==> config.mk <==
export PLATFORM = sky130hd
export DESIGN_NAME = phy_strap_option_latch
export DESIGN_NICKNAME = d
export VERILOG_FILES = /design/src/strap_pkg.sv /design/src/phy_strap_option_latch.sv /design/src/strap_sampler.sv
export VERILOG_INCLUDE_DIRS = /design/src
export SDC_FILE = /design/constraint.sdc
export NUM_CORES = 1
export LEC_CHECK = 0
export BUFFER_PORTS_ARGS = -buffer_cell sky130_fd_sc_hd__buf_4
export CORE_MARGIN = 2
export CORE_UTILIZATION = 48
export CTS_BUF_LIST = sky130_fd_sc_hd__clkbuf_4
export DETAILED_ROUTE_END_ITERATION = 16
export PLACE_DENSITY = 0.79
export RECOVER_POWER = 25
export SETUP_SLACK_MARGIN = 0.4
export SYNTH_ARGS = -nofsm -noshare
export SYNTH_HDL_FRONTEND = slang
export SYNTH_SLANG_ARGS = --single-unit
==> constraint.sdc <==
create_clock -name clk_i -period 2.05 [get_ports clk_i]
set_clock_uncertainty 0.2 [all_clocks]
set_input_delay 0.205 -clock clk_i [delete_from_list [all_inputs] [get_ports clk_i]]
set_output_delay 0.205 -clock clk_i [all_outputs]
set_load 0.02 [all_outputs]
==> src/strap_map.svh <==
// register offsets, field positions, reset values of the strap option latch
// assumes inclusion by bare name from the package and the main module
// Overview of operation
// - management address taken from three address straps at reset, values 0 to 7
// - address straps at their pull defaults give address 00001
// - management address bits [4:3] always read as zero
// - three-bit interface mode strap latched at reset; 011 and 111 reserved
// - isolate strap low disables isolate, high selects isolate mode
// - copper mode speed strap high selects 100Mbps, low selects 10Mbps
// - captured speed strap loads speed select, control register bit 13
// - captured speed strap also sets advertised speed capability, register 4h
// - in fiber mode the speed strap is the far-end fault enable strap
// - fiber mode far-end fault strap high enables signalling, low disables it
// - fiber enable low selects copper mode, high selects fiber mode
`ifndef STRAP_MAP_SVH
`define STRAP_MAP_SVH

// byte offsets of the register words
`define CTRL_OFS        8'h00
`define ADV_OFS         8'h04
`define STAT_OFS        8'h08

// control image fields
`define CTRL_SPEED_BIT  13
`define CTRL_ISO_BIT    10
`define CTRL_RST        16'h2000

// advertisement image fields
`define ADV_100FD_BIT   8
`define ADV_100HD_BIT   7
`define ADV_10FD_BIT    6
`define ADV_10HD_BIT    5
`define ADV_SEL_RST     5'h01
`define ADV_RST         16'h01E1

// status word fields
`define STAT_ADDR_LSB   0
`define STAT_MODE_LSB   5
`define STAT_ISO_BIT    8
`define STAT_SPEED_BIT  9
`define STAT_FIBER_BIT  10
`define STAT_FEFD_BIT   11
`define STAT_RSVD_BIT   12
`define STAT_DONE_BIT   13

// captured address default and forced upper bits
`define ADDR_RST        5'h01
`define ADDR_HI_ZERO    2'h0

// bus answers
`define RESP_OKAY       2'h0
`define RESP_SLVERR     2'h2

`endif

==> src/strap_pkg.sv <==
// types shared by the strap option latch and its sampler
// assumes strap_map.svh lies in the include path
`default_nettype none
`include "strap_map.svh"

package strap_pkg;

    // interface mode codes as strapped
    typedef enum logic [2:0] {
        MODE_MII      = 3'h0,
        MODE_RMII     = 3'h1,
        MODE_SMII     = 3'h2,
        MODE_RSVD3    = 3'h3,
        MODE_PCS_LB   = 3'h4,
        MODE_RMII_B2B = 3'h5,
        MODE_MII_B2B  = 3'h6,
        MODE_RSVD7    = 3'h7
    } if_mode_e;

    // shared strap pins, one field per pin group
    typedef struct packed {
        logic [2:0] mgmt_addr;
        logic [2:0] cfg;
        logic       isolate;
        logic       speed_fef;
    } strap_pins_s;

    // values captured at reset
    typedef struct packed {
        logic [4:0] mgmt_addr;
        if_mode_e   mode;
        logic       isolate;
        logic       speed_raw;
        logic       fiber;
    } strap_cfg_s;

    // reserved interface codes
    function automatic logic mode_reserved(input if_mode_e m);
        mode_reserved = (m == MODE_RSVD3) || (m == MODE_RSVD7);
    endfunction : mode_reserved

endpackage : strap_pkg

`default_nettype wire

==> src/phy_strap_option_latch.sv <==
// strap option latch: captured straps, control and advertisement images
// assumes an AXI4-Lite master on clk_i and board strap pulls during reset
`timescale 1ns/10ps
`default_nettype none
`include "strap_map.svh"

module phy_strap_option_latch
    import strap_pkg::*;
#(
    parameter int ADDR_W = 8
)
(
    // clock, reset, enable
    input  wire logic        clk_i,
    input  wire logic        rst_n_i,
    input  wire logic        ce_i,
    // strap pins, shared with core outputs after reset
    input  wire strap_pins_s strap_in_i,
    input  wire strap_pins_s core_out_i,
    output var  strap_pins_s strap_out_o,
    output var  strap_pins_s strap_oe_o,
    input  wire logic        fiber_enable_i,
    // axi4-lite write address and data
    input  wire logic [ADDR_W-1:0] s_axi_awaddr,
    input  wire logic        s_axi_awvalid,
    output var  logic        s_axi_awready,
    input  wire logic [31:0] s_axi_wdata,
    input  wire logic [3:0]  s_axi_wstrb,
    input  wire logic        s_axi_wvalid,
    output var  logic        s_axi_wready,
    // axi4-lite write response
    output var  logic [1:0]  s_axi_bresp,
    output var  logic        s_axi_bvalid,
    input  wire logic        s_axi_bready,
    // axi4-lite read
    input  wire logic [ADDR_W-1:0] s_axi_araddr,
    input  wire logic        s_axi_arvalid,
    output var  logic        s_axi_arready,
    output var  logic [31:0] s_axi_rdata,
    output var  logic [1:0]  s_axi_rresp,
    output var  logic        s_axi_rvalid,
    input  wire logic        s_axi_rready,
    // decoded configuration
    output var  logic [4:0]  mgmt_addr_o,
    output var  if_mode_e    if_mode_o,
    output var  logic        if_mode_rsvd_o,
    output var  logic        isolate_o,
    output var  logic        speed_100_o,
    output var  logic        fiber_mode_o,
    output var  logic        fef_enable_o
);

    // offsets need eight address bits
    generate
        if (ADDR_W < 8)
        begin : g_chk
            $error("ADDR_W must be at least 8");
        end
    endgenerate

    typedef enum logic [1:0] {
        WR_IDLE = 2'b01,
        WR_RESP = 2'b10
    } wr_state_e;

    typedef enum logic [1:0] {
        RD_IDLE = 2'b01,
        RD_RESP = 2'b10
    } rd_state_e;

    strap_cfg_s  cfg;
    logic        seed_pend;
    logic        pins_live;
    logic [15:0] ctrl_img;
    logic [15:0] adv_img;
    wr_state_e   wr_state;
    rd_state_e   rd_state;
    logic        aw_held;
    logic        w_held;
    logic [7:0]  aw_addr;
    logic [31:0] w_data;
    logic [3:0]  w_strb;
    logic        wr_fire;
    logic [31:0] stat_word;
    logic [15:0] next_ctrl;
    logic [15:0] next_adv;
    logic        fef_dis;

    // captures straps during reset, holds afterwards
    strap_sampler u_sampler (
        .clk_i          (clk_i),
        .rst_n_i        (rst_n_i),
        .strap_in_i     (strap_in_i),
        .fiber_enable_i (fiber_enable_i),
        .cfg_o          (cfg)
    );

    assign fef_dis = cfg.fiber & ~cfg.speed_raw;

    // seed images on the first enabled cycle after release
    always_ff @(posedge clk_i)
    begin
        if (!rst_n_i)
            seed_pend <= 1'b1;
        else if (ce_i)
            seed_pend <= 1'b0;
    end

    // drive pins only after capture
    // pins stay inputs until images are seeded, so straps are never fought
    always_ff @(posedge clk_i)
    begin
        if (!rst_n_i)
            pins_live <= 1'b0;
        else if (ce_i && seed_pend)
            pins_live <= 1'b1;
    end

    // pin output flops, one per strap bit
    genvar gi;
    generate
        for (gi = 0; gi < $bits(strap_pins_s); gi++)
        begin : g_pin
            always_ff @(posedge clk_i)
            begin
                if (!rst_n_i)
                begin
                    strap_out_o[gi] <= 1'b0;
                    strap_oe_o[gi]  <= 1'b0;
                end
                else if (ce_i)
                begin
                    strap_out_o[gi] <= core_out_i[gi];
                    strap_oe_o[gi]  <= pins_live;
                end
            end
        end
    endgenerate

    // write happens once address and data are both held
    assign wr_fire = (wr_state == WR_IDLE) && aw_held && w_held;

    // byte-lane merge of software writes into the images
    always_comb
    begin
        next_ctrl = ctrl_img;
        next_adv  = adv_img;
        if (aw_addr == `CTRL_OFS)
        begin
            if (w_strb[0])
                next_ctrl[7:0] = w_data[7:0];
            if (w_strb[1])
                next_ctrl[15:8] = w_data[15:8];
        end
        if (aw_addr == `ADV_OFS)
        begin
            if (w_strb[0])
                next_adv[7:0] = w_data[7:0];
            if (w_strb[1])
                next_adv[15:8] = w_data[15:8];
            next_adv[4:0] = `ADV_SEL_RST; // selector is fixed
        end
    end

    // control image, seeded from straps
    always_ff @(posedge clk_i)
    begin
        if (!rst_n_i)
            ctrl_img <= `CTRL_RST;
        else if (ce_i)
        begin
            if (seed_pend)
            begin
                ctrl_img <= `CTRL_RST;
                // high is 100, low is 10
                // fiber runs only at 100
                ctrl_img[`CTRL_SPEED_BIT] <= cfg.speed_raw | cfg.fiber;
                ctrl_img[`CTRL_ISO_BIT]   <= cfg.isolate;
            end
            else if (wr_fire)
                ctrl_img <= next_ctrl;
        end
    end

    // advertisement image, seeded from straps
    always_ff @(posedge clk_i)
    begin
        if (!rst_n_i)
            adv_img <= `ADV_RST;
        else if (ce_i)
        begin
            if (seed_pend)
            begin
                adv_img <= `ADV_RST;
                adv_img[`ADV_100FD_BIT] <= cfg.speed_raw | cfg.fiber;
                adv_img[`ADV_100HD_BIT] <= cfg.speed_raw | cfg.fiber;
                adv_img[`ADV_10FD_BIT]  <= ~cfg.fiber;
                adv_img[`ADV_10HD_BIT]  <= ~cfg.fiber;
            end
            else if (wr_fire)
                adv_img <= next_adv;
        end
    end

    // decoded outputs, all registered
    always_ff @(posedge clk_i)
    begin
        if (!rst_n_i)
        begin
            mgmt_addr_o    <= `ADDR_RST;
            if_mode_o      <= MODE_MII;
            if_mode_rsvd_o <= 1'b0;
            isolate_o      <= 1'b0;
            speed_100_o    <= 1'b1;
            fiber_mode_o   <= 1'b0;
            fef_enable_o   <= 1'b0;
        end
        else if (ce_i && !seed_pend)
        begin
            mgmt_addr_o    <= cfg.mgmt_addr;
            if_mode_o      <= cfg.mode;
            if_mode_rsvd_o <= mode_reserved(cfg.mode);
            isolate_o      <= ctrl_img[`CTRL_ISO_BIT];
            speed_100_o    <= ctrl_img[`CTRL_SPEED_BIT];
            fiber_mode_o   <= cfg.fiber;
            fef_enable_o   <= cfg.fiber & ~fef_dis;
        end
    end

    // read-only view of what was captured
    always_comb
    begin
        stat_word = 32'h0000_0000;
        stat_word[`STAT_ADDR_LSB +: 5] = cfg.mgmt_addr;
        stat_word[`STAT_MODE_LSB +: 3] = cfg.mode;
        stat_word[`STAT_ISO_BIT]       = cfg.isolate;
        stat_word[`STAT_SPEED_BIT]     = cfg.speed_raw & ~cfg.fiber;
        stat_word[`STAT_FIBER_BIT]     = cfg.fiber;
        stat_word[`STAT_FEFD_BIT]      = fef_dis;
        stat_word[`STAT_RSVD_BIT]      = mode_reserved(cfg.mode);
        stat_word[`STAT_DONE_BIT]      = ~seed_pend;
    end

    // write address and data taken in either order
    always_ff @(posedge clk_i)
    begin
        if (!rst_n_i)
        begin
            aw_held       <= 1'b0;
            s_axi_awready <= 1'b0;
            aw_addr       <= 8'h00;
        end
        else if (ce_i)
        begin
            if (s_axi_awvalid && s_axi_awready)
            begin
                aw_held       <= 1'b1;
                s_axi_awready <= 1'b0;
                aw_addr       <= s_axi_awaddr[7:0];
            end
            else if (wr_fire)
                aw_held <= 1'b0;
            else if (!aw_held && wr_state == WR_IDLE)
                s_axi_awready <= 1'b1;
        end
    end

    always_ff @(posedge clk_i)
    begin
        if (!rst_n_i)
        begin
            w_held       <= 1'b0;
            s_axi_wready <= 1'b0;
            w_data       <= 32'h0000_0000;
            w_strb       <= 4'h0;
        end
        else if (ce_i)
        begin
            if (s_axi_wvalid && s_axi_wready)
            begin
                w_held       <= 1'b1;
                s_axi_wready <= 1'b0;
                w_data       <= s_axi_wdata;
                w_strb       <= s_axi_wstrb;
            end
            else if (wr_fire)
                w_held <= 1'b0;
            else if (!w_held && wr_state == WR_IDLE)
                s_axi_wready <= 1'b1;
        end
    end

    // write response; status word is read-only, unmapped gives slverr
    always_ff @(posedge clk_i)
    begin
        if (!rst_n_i)
        begin
            wr_state     <= WR_IDLE;
            s_axi_bvalid <= 1'b0;
            s_axi_bresp  <= `RESP_OKAY;
        end
        else if (ce_i)
        begin
            unique case (wr_state)
                WR_IDLE:
                    if (wr_fire)
                    begin
                        wr_state     <= WR_RESP;
                        s_axi_bvalid <= 1'b1;
                        s_axi_bresp  <= (aw_addr == `CTRL_OFS || aw_addr == `ADV_OFS)
                                        ? `RESP_OKAY : `RESP_SLVERR;
                    end
                WR_RESP:
                    if (s_axi_bready)
                    begin
                        wr_state     <= WR_IDLE;
                        s_axi_bvalid <= 1'b0;
                    end
            endcase
        end
    end

    // read channel, one outstanding read
    always_ff @(posedge clk_i)
    begin
        if (!rst_n_i)
        begin
            rd_state      <= RD_IDLE;
            s_axi_arready <= 1'b0;
            s_axi_rvalid  <= 1'b0;
            s_axi_rdata   <= 32'h0000_0000;
            s_axi_rresp   <= `RESP_OKAY;
        end
        else if (ce_i)
        begin
            unique case (rd_state)
                RD_IDLE:
                    if (s_axi_arvalid && s_axi_arready)
                    begin
                        rd_state      <= RD_RESP;
                        s_axi_arready <= 1'b0;
                        s_axi_rvalid  <= 1'b1;
                        s_axi_rresp   <= `RESP_OKAY;
                        case (s_axi_araddr[7:0])
                            `CTRL_OFS: s_axi_rdata <= {16'h0000, ctrl_img};
                            `ADV_OFS:  s_axi_rdata <= {16'h0000, adv_img};
                            `STAT_OFS: s_axi_rdata <= stat_word;
                            default:
                            begin
                                s_axi_rdata <= 32'h0000_0000;
                                s_axi_rresp <= `RESP_SLVERR;
                            end
                        endcase
                    end
                    else
                        s_axi_arready <= 1'b1;
                RD_RESP:
                    if (s_axi_rready)
                    begin
                        rd_state     <= RD_IDLE;
                        s_axi_rvalid <= 1'b0;
                    end
            endcase
        end
    end

endmodule : phy_strap_option_latch

`default_nettype wire

==> src/strap_sampler.sv <==
// samples the strap pins while reset is held and keeps them afterwards
// assumes pins carry board pull levels during reset, synchronous to clk_i
`timescale 1ns/10ps
`default_nettype none
`include "strap_map.svh"

module strap_sampler
    import strap_pkg::*;
(
    // clock and reset
    input  wire logic        clk_i,
    input  wire logic        rst_n_i,
    // strap pins
    input  wire strap_pins_s strap_in_i,
    input  wire logic        fiber_enable_i,
    // captured values
    output var  strap_cfg_s  cfg_o
);

    // sample during reset
    // every reset cycle overwrites, so the last level before release wins
    always_ff @(posedge clk_i)
    begin
        if (!rst_n_i)
        begin
            cfg_o.mgmt_addr <= {`ADDR_HI_ZERO, strap_in_i.mgmt_addr};
            cfg_o.mode      <= if_mode_e'(strap_in_i.cfg);
            cfg_o.isolate   <= strap_in_i.isolate;
            cfg_o.speed_raw <= strap_in_i.speed_fef;
            cfg_o.fiber     <= fiber_enable_i;
        end
    end

endmodule : strap_sampler

`default_nettype wire

==> After elaboration in Yosys (flattened, before gate mapping) <==
Index checks and enable logic that the tools add are counted.
{ "classes": {"n_addsub": 0, "n_mul": 0, "shift": 0, "div_mod_pow": 0, "n_bitwise": 8, "reduce_logical": 42, "n_eq_ne": 15, "mux": 34, "magnitude_cmp": 0} }
{ "ops": {"columns": ["operator", "n"], "rows": [
  ["two-way mux 16 bit", 6],
  ["case mux 16 bit (3 select lines)", 1],
  ["two-way mux 8 bit", 3],
  ["AND reduction 3 bit", 7],
  ["nonzero test 2 bit", 9],
  ["equality test 8 x 3 -> 1 bit (second input constant)", 2],
  ["logical NOT 8 bit", 2],
  ["AND reduction 4 bit", 4],
  ["two-way mux 1 bit", 14],
  ["two-way mux 2 bit", 6],
  ["AND reduction 2 bit", 5],
  ["logical AND 1 bit", 9],
  ["equality test 8 x 4 -> 1 bit (second input constant)", 1],
  ["inequality test 2 bit (second input constant)", 4],
  ["case mux 2 bit (2 select lines)", 2],
  ["equality test 2 x 1 -> 1 bit (second input constant)", 2],
  ["equality test 2 bit (second input constant)", 2],
  ["inequality test 2 x 1 -> 1 bit (second input constant)", 2],
  ["NOT 1 bit", 4],
  ["case mux 1 bit (2 select lines)", 2],
  ["bitwise AND 1 bit", 3],
  ["equality test 3 x 2 -> 1 bit (second input constant)", 1],
  ["equality test 3 bit (second input constant)", 1],
  ["logical NOT 1 bit", 3],
  ["3 further kinds", 4]
]} }
{ "totals": {"latch_bits": 0, "mem_bits_ro": 0, "reg_bits": 136, "mem_count": 0, "word_cells": 142, "ramBits": 0} }

==> Depth between registers and ports, before layout <==
{ "logic_depth": {"word_depth": 5, "ltp_mapped": 6} }

==> Modules after synthesis <==
Synthesis repeated with hierarchy kept, for this count alone.
{ "unflattened": {"hier_cells": 547, "area_unflattened_um2": 4947.2} }
{ "by_module_without_submodules": {"columns": ["module", "cells_each", "instances", "seq_area_each_um2", "area_per_inst_um2"], "rows": [
  ["phy_strap_option_latch", 534, 1, 2082.0, 4654.5],
  ["strap_sampler", 13, 1, 270.3, 292.8]
]} }

==> Worst setup path after synthesis <==
Ideal clock, no wire load.
{ "synth_path": {"path_type": "register to register", "start": "register aw_addr[4]", "end": "register adv_img[8]", "setup_time_ns": 0.122, "period_less_slack_ns": 2.267, "t_required_ns": 1.728, "slack_ns": -0.217, "path_stages_with_launch": 6, "arrival_time_ns": 1.945, "cell_sequence": "dfxtp_1 > or4_4 > buf_6 > or4_1 > buf_2 > a311o_1"} }
{ "synth_between": {"elab_chain_len": 3} }
{ "synth_lines": {"columns": ["item", "line_no", "source"], "rows": [
  ["start: declaration", "phy_strap_option_latch.sv:80", "logic [7:0] aw_addr;"],
  ["start signal: assignment", "phy_strap_option_latch.sv:259", "aw_addr <= s_axi_awaddr[7:0];"],
  ["equality test 8 x 3 -> 1 bit (no source line)", null, null],
  ["nonzero test 2 bit (no source line)", null, null],
  ["AND reduction 4 bit (no source line)", null, null],
  ["end signal: assignment", "phy_strap_option_latch.sv:189", "adv_img <= `ADV_RST;"],
  ["end signal: assignment", "phy_strap_option_latch.sv:194", "adv_img <= `ADV_RST;"],
  ["end signal: indexed assignment", "phy_strap_option_latch.sv:195", "adv_img[`ADV_100FD_BIT] <= cfg.speed_raw | cfg.fiber;"],
  ["end: declaration", "phy_strap_option_latch.sv:75", "logic [15:0] adv_img;"]
]} }
Every way passes these cells.
A chain may end at the register's enable or synchronous reset.

==> Worst setup path after layout <==
{ "layout_path": {"start": "register aw_addr[7]", "end": "register ctrl_img[6]"} }
{ "layout_between": {"elab_chain_len": 3} }
{ "layout_lines": {"columns": ["item", "line_no", "source"], "rows": [
  ["logical NOT 8 bit (no source line)", null, null],
  ["nonzero test 2 bit (no source line)", null, null],
  ["AND reduction 4 bit (no source line)", null, null],
  ["end signal: assignment", "phy_strap_option_latch.sv:169", "ctrl_img <= `CTRL_RST;"],
  ["end signal: assignment", "phy_strap_option_latch.sv:174", "ctrl_img <= `CTRL_RST;"],
  ["end signal: indexed assignment", "phy_strap_option_latch.sv:177", "ctrl_img[`CTRL_SPEED_BIT] <= cfg.speed_raw | cfg.fiber;"],
  ["end: declaration", "phy_strap_option_latch.sv:74", "logic [15:0] ctrl_img;"]
]} }
Every way passes these cells.

==> flow_summary.ini <==
[outcome]
outcome = finished with violations
violations = negative hold slack, negative setup slack

[synthesis]
synth.area.top_cells = dfxtp_1, nand2_1, a21oi_1
syn_inst = 540
synth_fa_ha_area_frac = 0
synth_edf_count = 9
synthMuxAreaShare = 0.0416
yosys.area.top_type = dfxtp_1
synth_seq_cells = 111
yosys.area_share.simple = 0.233
synthXorXnorAreaFrac = 0
syn_area_per_cell_um2 = 8.57
synth-compound-area-share = 0.143
yosysSeqAreaShare = 0.499
yosys_warnings = 0
async_reset_ff_frac = 0
yosysTopAreaCellShare = 0.441
synth_commonest_cells = dfxtp_1, nand2_1, a21oi_1
synth_cell_type_count = 43
synth_top_family_by_area = simple AND/OR/NAND/NOR gates
synthesis.area_um2 = 4630
synthMostInstantiatedCell = dfxtp_1
ys.flop_type = dfxtp_1

[sta]
final_hold_viol_count = 2
rsz0062_at_grt = true
fmax_mhz = 485
slew_headroom = 0.561
min_period_ns = 2.06
holdWs_ns = -0.0272
drv_slew = 0
worst_pin_slew_ns = 0.657
finalSetupViolations = 2
period_share = 1.01
worst_slack_ns = -0.0121

[critical_path]
cp.buffers_inverters = 2
cp.depth = 6
cp_common_cell = buf_6
crit_path_start_kind = flop
r2r-end = ctrl_img[6]
worst-path-max-fanout = 8
max_stage_delay_ns = 0.56
worst_path_max_delay_cell = or4_4
arrival_ns = 2.25
ff2ff_setup_slack_ns = -0.01
path_cells = or4_4 -> buf_6 -> nor4_4 -> buf_6 -> nand3_1 -> a21oi_2
crit_type = reg2reg
worstReg2RegStart = aw_addr[7]
reg2reg_depth = 6
path_delay_family = simple AND/OR/NAND/NOR gates
worstPathRequired_ns = 2.23
worst_setup_path_end_kind = flop
startpoint = aw_addr[7]

[floorplanning]
die_h_um = 102
initial_utilization = 0.499
die_x_um = 102
io-pin-count = 147
core_um2 = 9280
die_area_um2 = 10400
rows = 35

[place]
numPortBuffers = 108
placed_cells = 752
dp_hpwl_um = 8200
dp_slack_ns = -0.0172
place.gp.congestion = 0.826

[route]
vias = 4347
drt.antenna.violating_nets = 0
viasPerCell = 5.28
drc = 0
drtIter0Drc = 188
wl_per_cell_um = 15.1
first_pass_iters = 4
finalWirelength_um = 12400

[clocking]
clock_path_buffers = 2
clk_latency_ns = 0.45
clk_pin_slew_ns = 0.16
cts_htree_levels = 3
cts_tree = built
cts_made_buffers = 9
cts-root-buf = clkbuf_4
holdBufCountCts = 48
cts.sink_count = 111

[hold_path]
hold_end = s_axi_rdata[1]
min_path_cells = 5
worstHoldStart = s_axi_araddr[4]
hold_path.class = in2reg

[layout]
fin_cells = 824
diodes = 0
areaGrowthSynthToFinish_pct = 38.8
nets = 767
final_core_util = 0.692
layout-drive-gt1-share = 0.283

[grt]
grt_pass1_wl_um = 19500
antenna_found_initial = 0
grt_pass1_vias = 4296
grt.total_usage = 0.240
grt_max_degree = 28
overflow = 0

[pwr]
p_leak_uw = 0.00253
power_density_nw_per_um2 = 646
ir_drop_uv = 489

[run]
max_cap_viol_count = 0
cells in the final DEF (no fill, tap or decap), drive strengths merged, types with 17 or more instances in the layout:
| master | n |
|---|---|
| a21oi | 69 |
| buf | 117 |
| clkbuf | 27 |
| conb | 20 |
| dfxtp | 102 |
| dlygate4sd3 | 48 |
| mux2i | 17 |
| nand2 | 100 |
| nand3 | 43 |
| nor2 | 34 |
metal layers:
layer	global-route usage	share of wire	vias to the layer above
met5	0	0	-
met4	0.0800	0.025	0
met3	0.0356	0.045	30
met2	0.451	0.53	142
met1	0.277	0.40	2053
li1	-	-	2122
stage by stage:
step / cell area [um2] / total power, uW / setup TNS (ns)
floorplan: 4770 / 2690 / -0.0904
global placement: 5530 / 2860 / 0
detailed placement: 5530 / 2880 / -0.0469
CTS: 6360 / 4140 / 0
global route: 6430 / 4310 / -0.548
finish: 6430 / 4150 / -0.0201
registers in the layout, indices dropped and copies added (netlist names), 2 cells and up:
| signal | cells |
|---|---|
| mgmt_addr_o | 3 |
| strap_out_o | 8 |
| w_strb | 2 |
| u_sampler.cfg_o | 9 |
| aw_addr | 8 |
| s_axi_rdata | 16 |
| if_mode_o | 3 |
| w_data | 16 |
| adv_img | 11 |
| ctrl_img | 16 |
worst register-to-register path: stages, from the launching register on:
cell and delay [ns]:
dfxtp_2 0.35, or4_4 0.56, buf_6 0.16, nor4_4 0.29, buf_6 0.19, nand3_1 0.10
a21oi_2 0.16
worst max path at each step:
stage	end	slack, ns
6_report	ctrl_img[6]	-0.01
5_1_grt	ctrl_img[5]	-0.09
4_1_cts	ctrl_img[10]	0.03
3_5_place_dp	adv_img[5]	-0.02
3_3_place_gp	adv_img[6]	0.03
2_1_floorplan	ctrl_img[10]	-0.03
cell families after synthesis:
family                 count (synthesis)
buffers and inverters                 70
and+or+nand+nor                      227
AOI/OAI and AO/OA                    112
other                                  1
DFF                                  111
muxes                                 19
power by group:
part / total [uW] / switching (uW) / leakage, uW / internal, uW
sequential: 2320 / 60.2 / 0.000918 / 2260
combinational: 616 / 333 / 0.00152 / 283
clock: 1210 / 712 / 0.0000879 / 498
total: 4150 / 1100 / 0.00253 / 3040
final cells by class:
| type | count | area [um2] |
|---|---|---|
| Clock buffer | 9 | 67.6 |
| Clock inverter | 7 | 95.1 |
| Fill cell | 728 | 2860 |
| Inverter | 7 | 26.3 |
| Multi-Input combinational cell | 378 | 2230 |
| Sequential cell | 111 | 2320 |
| Tap cell | 129 | 161 |
| Timing Repair Buffer | 183 | 1520 |
timing repair:
item,4_1_cts,5_1_grt
endpoints found under the setup margin,32,39
endpoints found under the hold margin,63,2
buffers inserted,5,3
gates resized for setup,30,27
pin swaps,28,17
No activity file was read; power rests on OpenSTA's default activity.
